$ cat src/include/mmd_map.svh
`ifndef MMD_MAP_SVH
`define MMD_MAP_SVH
// Global address map, 18-bit global addresses
`define MMD_GADDR_W        18
`define MMD_LADDR_W        16
`define MMD_REG_BOT        18'h0_0000
`define MMD_REG_TOP        18'h0_03ff
`define MMD_RAM_TOP        18'h0_3fff
`define MMD_RAM_END        18'h0_4000
`define MMD_DFL_BOT        18'h0_4400
`define MMD_DFL_TOP        18'h0_53ff
`define MMD_NVM_PAGE       8'h01
`define MMD_PFL_TOP        18'h3_ffff
`define MMD_PFL_END        19'h4_0000
`define MMD_RAM_MAX        32'h0000_2c00
`define MMD_PFL_MAX        32'h0003_8000
`define MMD_NVM_MAX        32'h0000_4000
`define MMD_PAGE_RST       8'h0e
`define MMD_WIN_BOT        16'h8000
`define MMD_WIN_TOP        16'hbfff
`define MMD_DBG_WAIT_MAX   8'd128
`endif

$ cat src/include/mmd_pkg.sv
package mmd_pkg;
   typedef enum logic [2:0] {
      MMD_T_NONE, MMD_T_REG, MMD_T_RAM, MMD_T_DFL, MMD_T_NVM, MMD_T_PFL
   } mmd_target_e;
   typedef enum logic [1:0] {
      MMD_ARB_IDLE, MMD_ARB_CPU, MMD_ARB_DBG, MMD_ARB_DRAIN
   } mmd_arb_e;
   typedef logic [17:0] mmd_gaddr_t;
endpackage

$ cat src/include/mmd_if.sv
interface mmd_if;
   logic        cpu_req;
   logic [15:0] cpu_addr;
   logic        cpu_wr;
   logic        cpu_word;
   logic        cpu_fw_cmd;
   logic [15:0] cpu_wdata;
   logic        cpu_page_wr;
   logic [7:0]  cpu_page_val;
   logic        cpu_busy;
   logic        cpu_ack;
   logic [15:0] cpu_rdata;
   logic        dbg_req;
   logic [17:0] dbg_addr;
   logic        dbg_wr;
   logic        dbg_word;
   logic [15:0] dbg_wdata;
   logic        dbg_ack;
   logic [15:0] dbg_rdata;
   logic [7:0]  page;
   modport device (
      input  cpu_req, cpu_addr, cpu_wr, cpu_word, cpu_fw_cmd, cpu_wdata,
      input  cpu_page_wr, cpu_page_val, cpu_busy,
      input  dbg_req, dbg_addr, dbg_wr, dbg_word, dbg_wdata,
      output cpu_ack, cpu_rdata, dbg_ack, dbg_rdata, page
   );
   modport master (
      output cpu_req, cpu_addr, cpu_wr, cpu_word, cpu_fw_cmd, cpu_wdata,
      output cpu_page_wr, cpu_page_val, cpu_busy,
      output dbg_req, dbg_addr, dbg_wr, dbg_word, dbg_wdata,
      input  cpu_ack, cpu_rdata, dbg_ack, dbg_rdata, page
   );
endinterface

$ cat src/core/mmd_decode_arbiter.sv
`include "mmd_map.svh"
module mmd_decode_arbiter #(
   parameter logic [31:0] ram_size_bytes   = 32'h0000_1800,
   parameter logic [31:0] flash_size_bytes = 32'h0001_0000,
   parameter logic [31:0] nvm_size_bytes   = 32'h0000_4000
) (
   input  wire logic        clk_in,
   input  wire logic        rst_n_in,
   mmd_if.device            bus,
   input  wire logic        single_chip_in,
   output logic             tgt_valid_out,
   output logic             tgt_wr_out,
   output logic             tgt_word_out,
   output logic [17:0]      tgt_addr_out,
   output logic [15:0]      tgt_wdata_out,
   output logic [5:0]       tgt_sel_out,
   input  wire logic        tgt_ready_in,
   input  wire logic [15:0] tgt_rdata_in,
   output logic             illegal_reset_out,
   output logic             irq_out
);
   localparam logic [17:0] ram_bot = 18'(32'h4000 - ram_size_bytes);
   // Flash bottom from size
   localparam logic [18:0] flash_end = `MMD_PFL_END;
   localparam logic [17:0] program_flash_bottom_address =
      18'(flash_end - 19'(flash_size_bytes));
   localparam logic [17:0] nvm_bot = 18'(32'h4000 - nvm_size_bytes);

   typedef struct packed {
      logic [7:0]              page;
      mmd_pkg::mmd_arb_e       arb;
      logic                    owner_dbg;
      logic [7:0]              dbg_wait;
      logic                    tgt_valid;
      logic                    tgt_wr;
      logic                    tgt_word;
      mmd_pkg::mmd_gaddr_t     tgt_addr;
      logic [15:0]             tgt_wdata;
      logic [5:0]              tgt_sel;
      logic                    cpu_ack;
      logic [15:0]             cpu_rdata;
      logic                    dbg_ack;
      logic [15:0]             dbg_rdata;
      logic                    illegal;
      logic                    swap;
   } mmd_state_s;

   mmd_state_s st;
   mmd_state_s next_st;

   // Region decode, used for both masters
   function automatic mmd_pkg::mmd_target_e decode(input logic [17:0] a);
      mmd_pkg::mmd_target_e t;
      t = mmd_pkg::MMD_T_NONE;
      if (a <= `MMD_REG_TOP) begin
         t = mmd_pkg::MMD_T_REG;
      end else if (a >= `MMD_DFL_BOT && a <= `MMD_DFL_TOP) begin
         t = mmd_pkg::MMD_T_DFL;
      end else if (a >= ram_bot && a <= `MMD_RAM_TOP) begin
         t = mmd_pkg::MMD_T_RAM;
      end else if (a[17:14] == 4'(`MMD_NVM_PAGE) && a[13:0] >= nvm_bot[13:0]
                   && !(a >= `MMD_DFL_BOT && a <= `MMD_DFL_TOP)) begin
         t = mmd_pkg::MMD_T_NVM;
      end else if (a >= program_flash_bottom_address) begin
         t = mmd_pkg::MMD_T_PFL;
      end
      return t;
   endfunction

   // Local to global translation
   function automatic logic [17:0] to_global(input logic [15:0] la,
                                             input logic [7:0] pg);
      logic [17:0] g;
      g = 18'h0_0000;
      if (la >= `MMD_WIN_BOT && la <= `MMD_WIN_TOP) begin
         g = {pg[3:0], la[13:0]};
      end else if (la < 16'h4000) begin
         g = {4'hc, la[13:0]};
         if (la < 16'h4000 && {4'h0, la[13:0]} <= `MMD_RAM_TOP)
            g = {4'h0, la[13:0]};
      end else if (la < `MMD_WIN_BOT) begin
         g = {4'hd, la[13:0]};
      end else begin
         g = {4'hf, la[13:0]};
      end
      return g;
   endfunction

   logic [17:0]          cpu_g;
   mmd_pkg::mmd_target_e cpu_t;
   mmd_pkg::mmd_target_e dbg_t;
   assign cpu_g = to_global(bus.cpu_addr, st.page);
   assign cpu_t = decode(cpu_g);
   assign dbg_t = decode(bus.dbg_addr);

   always_comb begin
      next_st = st;
      next_st.cpu_ack = 1'b0;
      next_st.dbg_ack = 1'b0;
      if (bus.cpu_page_wr)
         next_st.page = bus.cpu_page_val;
      if (bus.dbg_req && !st.owner_dbg && st.dbg_wait != 8'hff)
         next_st.dbg_wait = st.dbg_wait + 8'h01;
      case (st.arb)
         mmd_pkg::MMD_ARB_IDLE: begin
            if (bus.dbg_req && (!bus.cpu_req ||
                st.dbg_wait > `MMD_DBG_WAIT_MAX) && !bus.cpu_busy) begin
               next_st.owner_dbg = 1'b1;
               next_st.dbg_wait = 8'h00;
               if (dbg_t == mmd_pkg::MMD_T_NONE) begin
                  next_st.dbg_ack = 1'b1;
                  next_st.dbg_rdata = 16'h0000;
                  next_st.arb = mmd_pkg::MMD_ARB_DRAIN;
               end else begin
                  next_st.tgt_valid = 1'b1;
                  next_st.tgt_wr = bus.dbg_wr;
                  next_st.tgt_word = bus.dbg_word;
                  next_st.tgt_addr = bus.dbg_addr;
                  next_st.tgt_wdata = bus.dbg_wdata;
                  next_st.tgt_sel = 6'(1) << dbg_t;
                  next_st.arb = mmd_pkg::MMD_ARB_DBG;
               end
            end else if (bus.cpu_req) begin
               next_st.owner_dbg = 1'b0;
               if (cpu_t == mmd_pkg::MMD_T_NONE) begin
                  if (single_chip_in && !bus.cpu_fw_cmd)
                     next_st.illegal = 1'b1;
                  next_st.cpu_ack = 1'b1;
                  next_st.cpu_rdata = 16'h0000;
                  next_st.arb = mmd_pkg::MMD_ARB_DRAIN;
               end else begin
                  next_st.tgt_valid = 1'b1;
                  next_st.tgt_wr = bus.cpu_wr;
                  next_st.tgt_word = bus.cpu_word;
                  next_st.tgt_addr = cpu_g;
                  next_st.tgt_wdata = bus.cpu_wdata;
                  next_st.tgt_sel = 6'(1) << cpu_t;
                  next_st.swap = bus.cpu_word ? 1'b0 : cpu_g[0];
                  next_st.arb = mmd_pkg::MMD_ARB_CPU;
               end
            end
         end
         mmd_pkg::MMD_ARB_CPU,
         mmd_pkg::MMD_ARB_DBG: begin
            if (tgt_ready_in) begin
               next_st.tgt_valid = 1'b0;
               next_st.tgt_sel = 6'h00;
               if (st.arb == mmd_pkg::MMD_ARB_CPU) begin
                  next_st.cpu_ack = 1'b1;
                  next_st.cpu_rdata = st.swap ?
                     {tgt_rdata_in[7:0], tgt_rdata_in[15:8]} : tgt_rdata_in;
               end else begin
                  next_st.dbg_ack = 1'b1;
                  next_st.dbg_rdata = tgt_rdata_in;
               end
               next_st.arb = mmd_pkg::MMD_ARB_DRAIN;
            end
         end
         mmd_pkg::MMD_ARB_DRAIN: begin
            // Gap cycle lets masters drop request after ack
            next_st.arb = mmd_pkg::MMD_ARB_IDLE;
         end
         default: next_st.arb = mmd_pkg::MMD_ARB_IDLE;
      endcase
   end

   always_ff @(posedge clk_in or negedge rst_n_in) begin
      if (!rst_n_in) begin
         st <= '0;
         st.page <= `MMD_PAGE_RST;
         st.arb <= mmd_pkg::MMD_ARB_IDLE;
      end else begin
         st <= next_st;
      end
   end

   assign bus.cpu_ack = st.cpu_ack;
   assign bus.cpu_rdata = st.cpu_rdata;
   assign bus.dbg_ack = st.dbg_ack;
   assign bus.dbg_rdata = st.dbg_rdata;
   assign bus.page = st.page;
   assign tgt_valid_out = st.tgt_valid;
   assign tgt_wr_out = st.tgt_wr;
   assign tgt_word_out = st.tgt_word;
   assign tgt_addr_out = st.tgt_addr;
   assign tgt_wdata_out = st.tgt_wdata;
   assign tgt_sel_out = st.tgt_sel;
   assign illegal_reset_out = st.illegal;
   assign irq_out = 1'b0;
endmodule

$ cat src/flat_wrapper.sv
// flat-port wrapper written by rule: the top's interface ports become plain ports
module mmd_decode_arbiter_flat 
#(
   parameter logic [31:0] ram_size_bytes   = 32'h0000_1800,
   parameter logic [31:0] flash_size_bytes = 32'h0001_0000,
   parameter logic [31:0] nvm_size_bytes   = 32'h0000_4000
)
  (clk_in, rst_n_in, single_chip_in, tgt_valid_out, tgt_wr_out, tgt_word_out, tgt_addr_out, tgt_wdata_out, tgt_sel_out, tgt_ready_in, tgt_rdata_in, illegal_reset_out, irq_out, bus_cpu_req, bus_cpu_addr, bus_cpu_wr, bus_cpu_word, bus_cpu_fw_cmd, bus_cpu_wdata, bus_cpu_page_wr, bus_cpu_page_val, bus_cpu_busy, bus_dbg_req, bus_dbg_addr, bus_dbg_wr, bus_dbg_word, bus_dbg_wdata, bus_cpu_ack, bus_cpu_rdata, bus_dbg_ack, bus_dbg_rdata, bus_page);
  mmd_if bus_i ();
  input  wire logic clk_in;
  input  wire logic rst_n_in;
  input  wire logic single_chip_in;
  output logic tgt_valid_out;
  output logic tgt_wr_out;
  output logic tgt_word_out;
  output logic [17:0] tgt_addr_out;
  output logic [15:0] tgt_wdata_out;
  output logic [5:0] tgt_sel_out;
  input  wire logic tgt_ready_in;
  input  wire logic [15:0] tgt_rdata_in;
  output logic illegal_reset_out;
  output logic irq_out;
  input wire logic [$bits(bus_i.cpu_req)-1:0] bus_cpu_req;
  input wire logic [$bits(bus_i.cpu_addr)-1:0] bus_cpu_addr;
  input wire logic [$bits(bus_i.cpu_wr)-1:0] bus_cpu_wr;
  input wire logic [$bits(bus_i.cpu_word)-1:0] bus_cpu_word;
  input wire logic [$bits(bus_i.cpu_fw_cmd)-1:0] bus_cpu_fw_cmd;
  input wire logic [$bits(bus_i.cpu_wdata)-1:0] bus_cpu_wdata;
  input wire logic [$bits(bus_i.cpu_page_wr)-1:0] bus_cpu_page_wr;
  input wire logic [$bits(bus_i.cpu_page_val)-1:0] bus_cpu_page_val;
  input wire logic [$bits(bus_i.cpu_busy)-1:0] bus_cpu_busy;
  input wire logic [$bits(bus_i.dbg_req)-1:0] bus_dbg_req;
  input wire logic [$bits(bus_i.dbg_addr)-1:0] bus_dbg_addr;
  input wire logic [$bits(bus_i.dbg_wr)-1:0] bus_dbg_wr;
  input wire logic [$bits(bus_i.dbg_word)-1:0] bus_dbg_word;
  input wire logic [$bits(bus_i.dbg_wdata)-1:0] bus_dbg_wdata;
  output wire logic [$bits(bus_i.cpu_ack)-1:0] bus_cpu_ack;
  output wire logic [$bits(bus_i.cpu_rdata)-1:0] bus_cpu_rdata;
  output wire logic [$bits(bus_i.dbg_ack)-1:0] bus_dbg_ack;
  output wire logic [$bits(bus_i.dbg_rdata)-1:0] bus_dbg_rdata;
  output wire logic [$bits(bus_i.page)-1:0] bus_page;
  assign bus_i.cpu_req = bus_cpu_req;
  assign bus_i.cpu_addr = bus_cpu_addr;
  assign bus_i.cpu_wr = bus_cpu_wr;
  assign bus_i.cpu_word = bus_cpu_word;
  assign bus_i.cpu_fw_cmd = bus_cpu_fw_cmd;
  assign bus_i.cpu_wdata = bus_cpu_wdata;
  assign bus_i.cpu_page_wr = bus_cpu_page_wr;
  assign bus_i.cpu_page_val = bus_cpu_page_val;
  assign bus_i.cpu_busy = bus_cpu_busy;
  assign bus_i.dbg_req = bus_dbg_req;
  assign bus_i.dbg_addr = bus_dbg_addr;
  assign bus_i.dbg_wr = bus_dbg_wr;
  assign bus_i.dbg_word = bus_dbg_word;
  assign bus_i.dbg_wdata = bus_dbg_wdata;
  assign bus_cpu_ack = bus_i.cpu_ack;
  assign bus_cpu_rdata = bus_i.cpu_rdata;
  assign bus_dbg_ack = bus_i.dbg_ack;
  assign bus_dbg_rdata = bus_i.dbg_rdata;
  assign bus_page = bus_i.page;
  mmd_decode_arbiter #(.ram_size_bytes(ram_size_bytes), .flash_size_bytes(flash_size_bytes), .nvm_size_bytes(nvm_size_bytes)) u_core (.clk_in(clk_in), .rst_n_in(rst_n_in), .bus(bus_i), .single_chip_in(single_chip_in), .tgt_valid_out(tgt_valid_out), .tgt_wr_out(tgt_wr_out), .tgt_word_out(tgt_word_out), .tgt_addr_out(tgt_addr_out), .tgt_wdata_out(tgt_wdata_out), .tgt_sel_out(tgt_sel_out), .tgt_ready_in(tgt_ready_in), .tgt_rdata_in(tgt_rdata_in), .illegal_reset_out(illegal_reset_out), .irq_out(irq_out));
endmodule
$ cat config.mk
export PLATFORM = sky130hd
export DESIGN_NAME = mmd_decode_arbiter_flat
export DESIGN_NICKNAME = d
export VERILOG_FILES = /design/src/include/mmd_pkg.sv /design/src/include/mmd_if.sv /design/src/core/mmd_decode_arbiter.sv /design/src/flat_wrapper.sv
export VERILOG_INCLUDE_DIRS = /design/src /design/src/include
export SDC_FILE = /design/constraint.sdc
export NUM_CORES = 1
export LEC_CHECK = 0
export BUFFER_PORTS_ARGS = -buffer_cell sky130_fd_sc_hd__buf_2
export CELL_PAD_IN_SITES_DETAIL_PLACEMENT = 1
export CELL_PAD_IN_SITES_GLOBAL_PLACEMENT = 1
export CORE_MARGIN = 3
export CORE_UTILIZATION = 40
export DETAILED_ROUTE_END_ITERATION = 10
export HOLD_SLACK_MARGIN = 0.02
export PLACE_DENSITY = 0.81
export SYNTH_ARGS = -nofsm -noshare
export SYNTH_HDL_FRONTEND = slang
export SYNTH_SLANG_ARGS = --single-unit
$ cat constraint.sdc
create_clock -name clk_in -period 5.2 [get_ports clk_in]
set_clock_uncertainty 0.2 [all_clocks]
set_input_delay 1.3 -clock clk_in [delete_from_list [all_inputs] [get_ports clk_in]]
set_output_delay 1.3 -clock clk_in [all_outputs]
set_load 0.005 [all_outputs]
==> metrics list <==
- For this design the ratio of total power to cell area is 520 nW/um2.
- The most common cell in the synthesized netlist is sky130_fd_sc_hd__dfrtp_1.
* Setup TNS: 0 ns
- For the worst-skew pair, the clock arrives at the later sink with an insertion delay of 0.35 ns.
- Mean area per synthesized cell: 11.0 um2
- Counting flops and latches in the post-synthesis netlist gives 98.
- Detailed routing placed a total of 1500 um of wire on met3.
- Status: completed
- Number of cells on the worst hold path: 1
* Period Utilization, post-route: 0.744
- The largest individual stage delay along the critical path comes from the cell sky130_fd_sc_hd__nor4b_4.
* Final period demand of the worst path: 3.87 ns
* Setup Fix Bufs, Post-CTS: 0
* Final net count: 720
- Measured in cells, the most critical reg-to-reg path has a length of 8.
- Data required, critical path: 5.23 ns
- Area fraction of the dominant cell type after synthesis: 0.427
- Routed wire length: 14900 um
- Beginning of the worst register-to-register path: u_core.st[79]
* Internal reg-to-reg setup slack: 1.88 ns
- Slowest cell delay on critical path: 0.88 ns
- Final max-slew violation count: 0
* Routed wire length on met2: 7450 um
- Path category of the worst min-delay check: flip-flop to flip-flop
* Utilization after layout: 0.479
- The first global-routing pass estimated 22600 um of wire.
- Measured along the y axis, the die boundary spans 124 um.
* Sequential fraction of the synthesis area: 0.441
* Detailed-placement wirelength estimate: 11300 um
* Net count of the mapped netlist: 618
* Per-cell via count in the routed design: 5.18
- The repair_antennas step left the layout with diodes totalling 0.
* Leakage dissipation: 3.23 nW
- Buffers inserted to repair hold after CTS numbered 0.
* Via count of the first global-routing pass: 4399
* VDD IR-drop max: 0.000164 V
* Maximum clock insertion buffer count: 2
* Sum of overflow across all layers after global routing: 0
- In this run the clock root is driven by a sky130_fd_sc_hd__clkbuf_16.
- The worst setup path is captured at a flip-flop.
* Total number of H-tree levels: 3
* Length of routed wiring on met1: 5600 um
- Count of port buffers added during placement: 188
* Prevailing post-synth register cell: sky130_fd_sc_hd__dfrtp_1
* Starting Density: 0.415
- Counting every sink on the clock net gives 98.
- Max transition margin: 0.325
- Top post-synthesis cells by count: sky130_fd_sc_hd__dfrtp_1 (95), sky130_fd_sc_hd__buf_4 (82), sky130_fd_sc_hd__mux2_2 (60)
- Worst Tran Pin Value: 1.01 ns
- Of all nets on the critical path, the largest fanout is 28.
- Most area-hungry cell type in the Yosys netlist: sky130_fd_sc_hd__dfrtp_1
- After detailed routing, no signal wire sits above met5.
* Maximum achievable frequency: 259 MHz
- Dividing the detail-routed wire length by the instance count gives 18.9 um.
- For hold timing, the worst endpoint is u_core.illegal_reset_out.
- CTS clock-pin slew for the worst setup and hold paths: 0.06 ns
* Cell Chain, Critical Path: buf_2, nor3b_1, a211oi_4, buf_4, o41ai_1, nor4b_4, mux2_2
- In the global route stage, overall resource usage came out at 0.194.
- Clock tree synthesis inserted a total of 9 buffers.
* Cell count after synthesis: 508
* Fraction of final layout cells with drive strength greater than 1: 0.452
- Synth top area cells: sky130_fd_sc_hd__dfrtp_1 (43%), sky130_fd_sc_hd__mux2_2 (12%), sky130_fd_sc_hd__buf_4 (11%)
- Synth Warn #: 0
- The core region is 13400 um2.
* Final hold violations: 0
- Number of top-level pins: 190
- Initial detailed-routing violation count: 164
- Hold path startpoint: u_core.illegal_reset_out
* Filler Cell Count: 1523
- Detailed-route via count: 4098
- The floorplan has 42 rows.
* Maximum number of pins on one net before global-route repair: 54
* Post-synth EDFFs: 0
- In this run the remaining antenna-violating nets after routing total 0.
- In the synthesized netlist the async set-or-reset flop fraction comes to 1.00.
- Area grow syn2layout: 15.3%
- Critical path startpoint category: input pin
- Kind of critical path: input pin to flip-flop
* Die ar.: 15400 um2
- Data on the critical path arrives at its endpoint at 3.90 ns.
* Horizontal extent of the die: 124 um
- In this run, distinct cell masters in the synthesized netlist total 53.
- Max-cap violations in this run came to 0.
- The first detailed-routing pass took 4 iterations.
- TritonCTS built the clock tree.
- DRC Markers: 0
* Initial antenna violation count: 2
- Unrepaired setup endpoints after global routing: no
* Final setup vio count: 0
* Resized Gates After CTS: 0
- At the end of routability-driven placement, the weighted congestion stood at 0.794.
* Post-synth design cell area: 5570 um2
- The worst register-to-register path ends at u_core.bus.cpu_rdata[8].
layer usage:
layer / GRT usage / up-vias
met5: 0 / -
met4: 0.0787 / 4
met3: 0.0681 / 28
met2: 0.346 / 163
met1: 0.208 / 2003
li1: - / 1900
registers in the layout (all words and copies together) (netlist names), 6 cells and up:
| register | cells |
|---|---|
| u_core.bus.cpu_rdata | 16 |
| u_core.bus.dbg_rdata | 16 |
| u_core.bus.page | 8 |
| u_core.st | 12 |
| u_core.tgt_addr_out | 18 |
| u_core.tgt_sel_out | 6 |
| u_core.tgt_wdata_out | 16 |
worst max-delay path: cells and delay by family:
family / cells / cell delay [ns]
buffers and inverters: 2 / 0.35
AND/OR/NAND/NOR: 2 / 1.29
multiplexers: 1 / 0.42
AO/OA/AOI/OAI: 2 / 0.52
power by group:
group,switching [mW],internal (mW),leakage (nW)
combinational,0.640,0.661,1.79
sequential,0.198,1.05,1.26
clock,0.293,0.499,0.176
worst max-delay path by stage:
stage | from | end | depth (start not counted)
floorplan | bus_dbg_addr[12] | u_core.tgt_addr_out[0] | 6
global placement | bus_cpu_req | u_core.bus.cpu_rdata[5] | 7
detailed placement | bus_cpu_req | u_core.bus.cpu_rdata[8] | 7
CTS | bus_cpu_req | u_core.bus.cpu_rdata[8] | 7
global route | bus_cpu_req | u_core.bus.cpu_rdata[8] | 7
finish | bus_cpu_req | u_core.bus.cpu_rdata[8] | 7
stage by stage:
| stage | cells | hold slack (ns) | worst slack [ns] | power (mW) | instance area, um2 |
|---|---|---|---|---|---|
| after floorplan | 508 | 0.255 | 1.72 | 2.35 | 5570 |
| after global placement | 775 | 0.257 | 1.10 | 2.50 | 6060 |
| after detailed placement | 775 | 0.269 | 0.954 | 2.58 | 6060 |
| after CTS | 791 | 0.285 | 1.33 | 3.40 | 6420 |
| after global routing | 791 | 0.301 | 1.09 | 3.58 | 6420 |
| final | 791 | 0.277 | 1.33 | 3.34 | 6420 |
placed cells by master (no fill, tap or decap), drive strengths merged, types with 2 or more instances in the layout:
master / n
ha: 7
o21a: 2
a22o: 34
and2: 4
a211oi: 2
xnor2: 7
buf: 193
a32o: 4
or4: 3
inv: 26
nor3: 7
nand2b: 5
dfrtp: 95
bufinv: 3
o41ai: 2
a21o: 4
nand4: 2
o221ai: 2
nor2: 32
clkbuf: 11
o21ai: 9
a21oi: 4
dfstp: 3
o22ai: 2
mux2: 63
nand2: 24
nor2b: 4
nand3: 8
a221o: 2
nor4b: 3
mux2i: 33
cell type report:
type,count,area [um2],share of cell area
clock buffer,11,253,0.0394
clock inverter,5,108,0.0168
inverter,25,93.8,0.0146
multi-input combinational,283,2310,0.360
sequential,98,2460,0.383
tap,176,220,0.0343
timing repair buffer,193,981,0.153
cell families (layout without fill, tap and decap cells):
family | after synthesis | after routing | synth area share
DFF | 98 | 98 | 0.441
and+or+nand+nor | 98 | 98 | 0.0924
xor gates and xnor gates | 8 | 8 | 0.0126
adders and majority gates | 7 | 7 | 0.0157
muxes | 96 | 96 | 0.187
other | 1 | 1 | 0.000674
buffers and inverters | 127 | 234 | 0.145
AOI/OAI and AO/OA | 73 | 73 | 0.105
No activity file was read; power rests on OpenSTA's default activity.
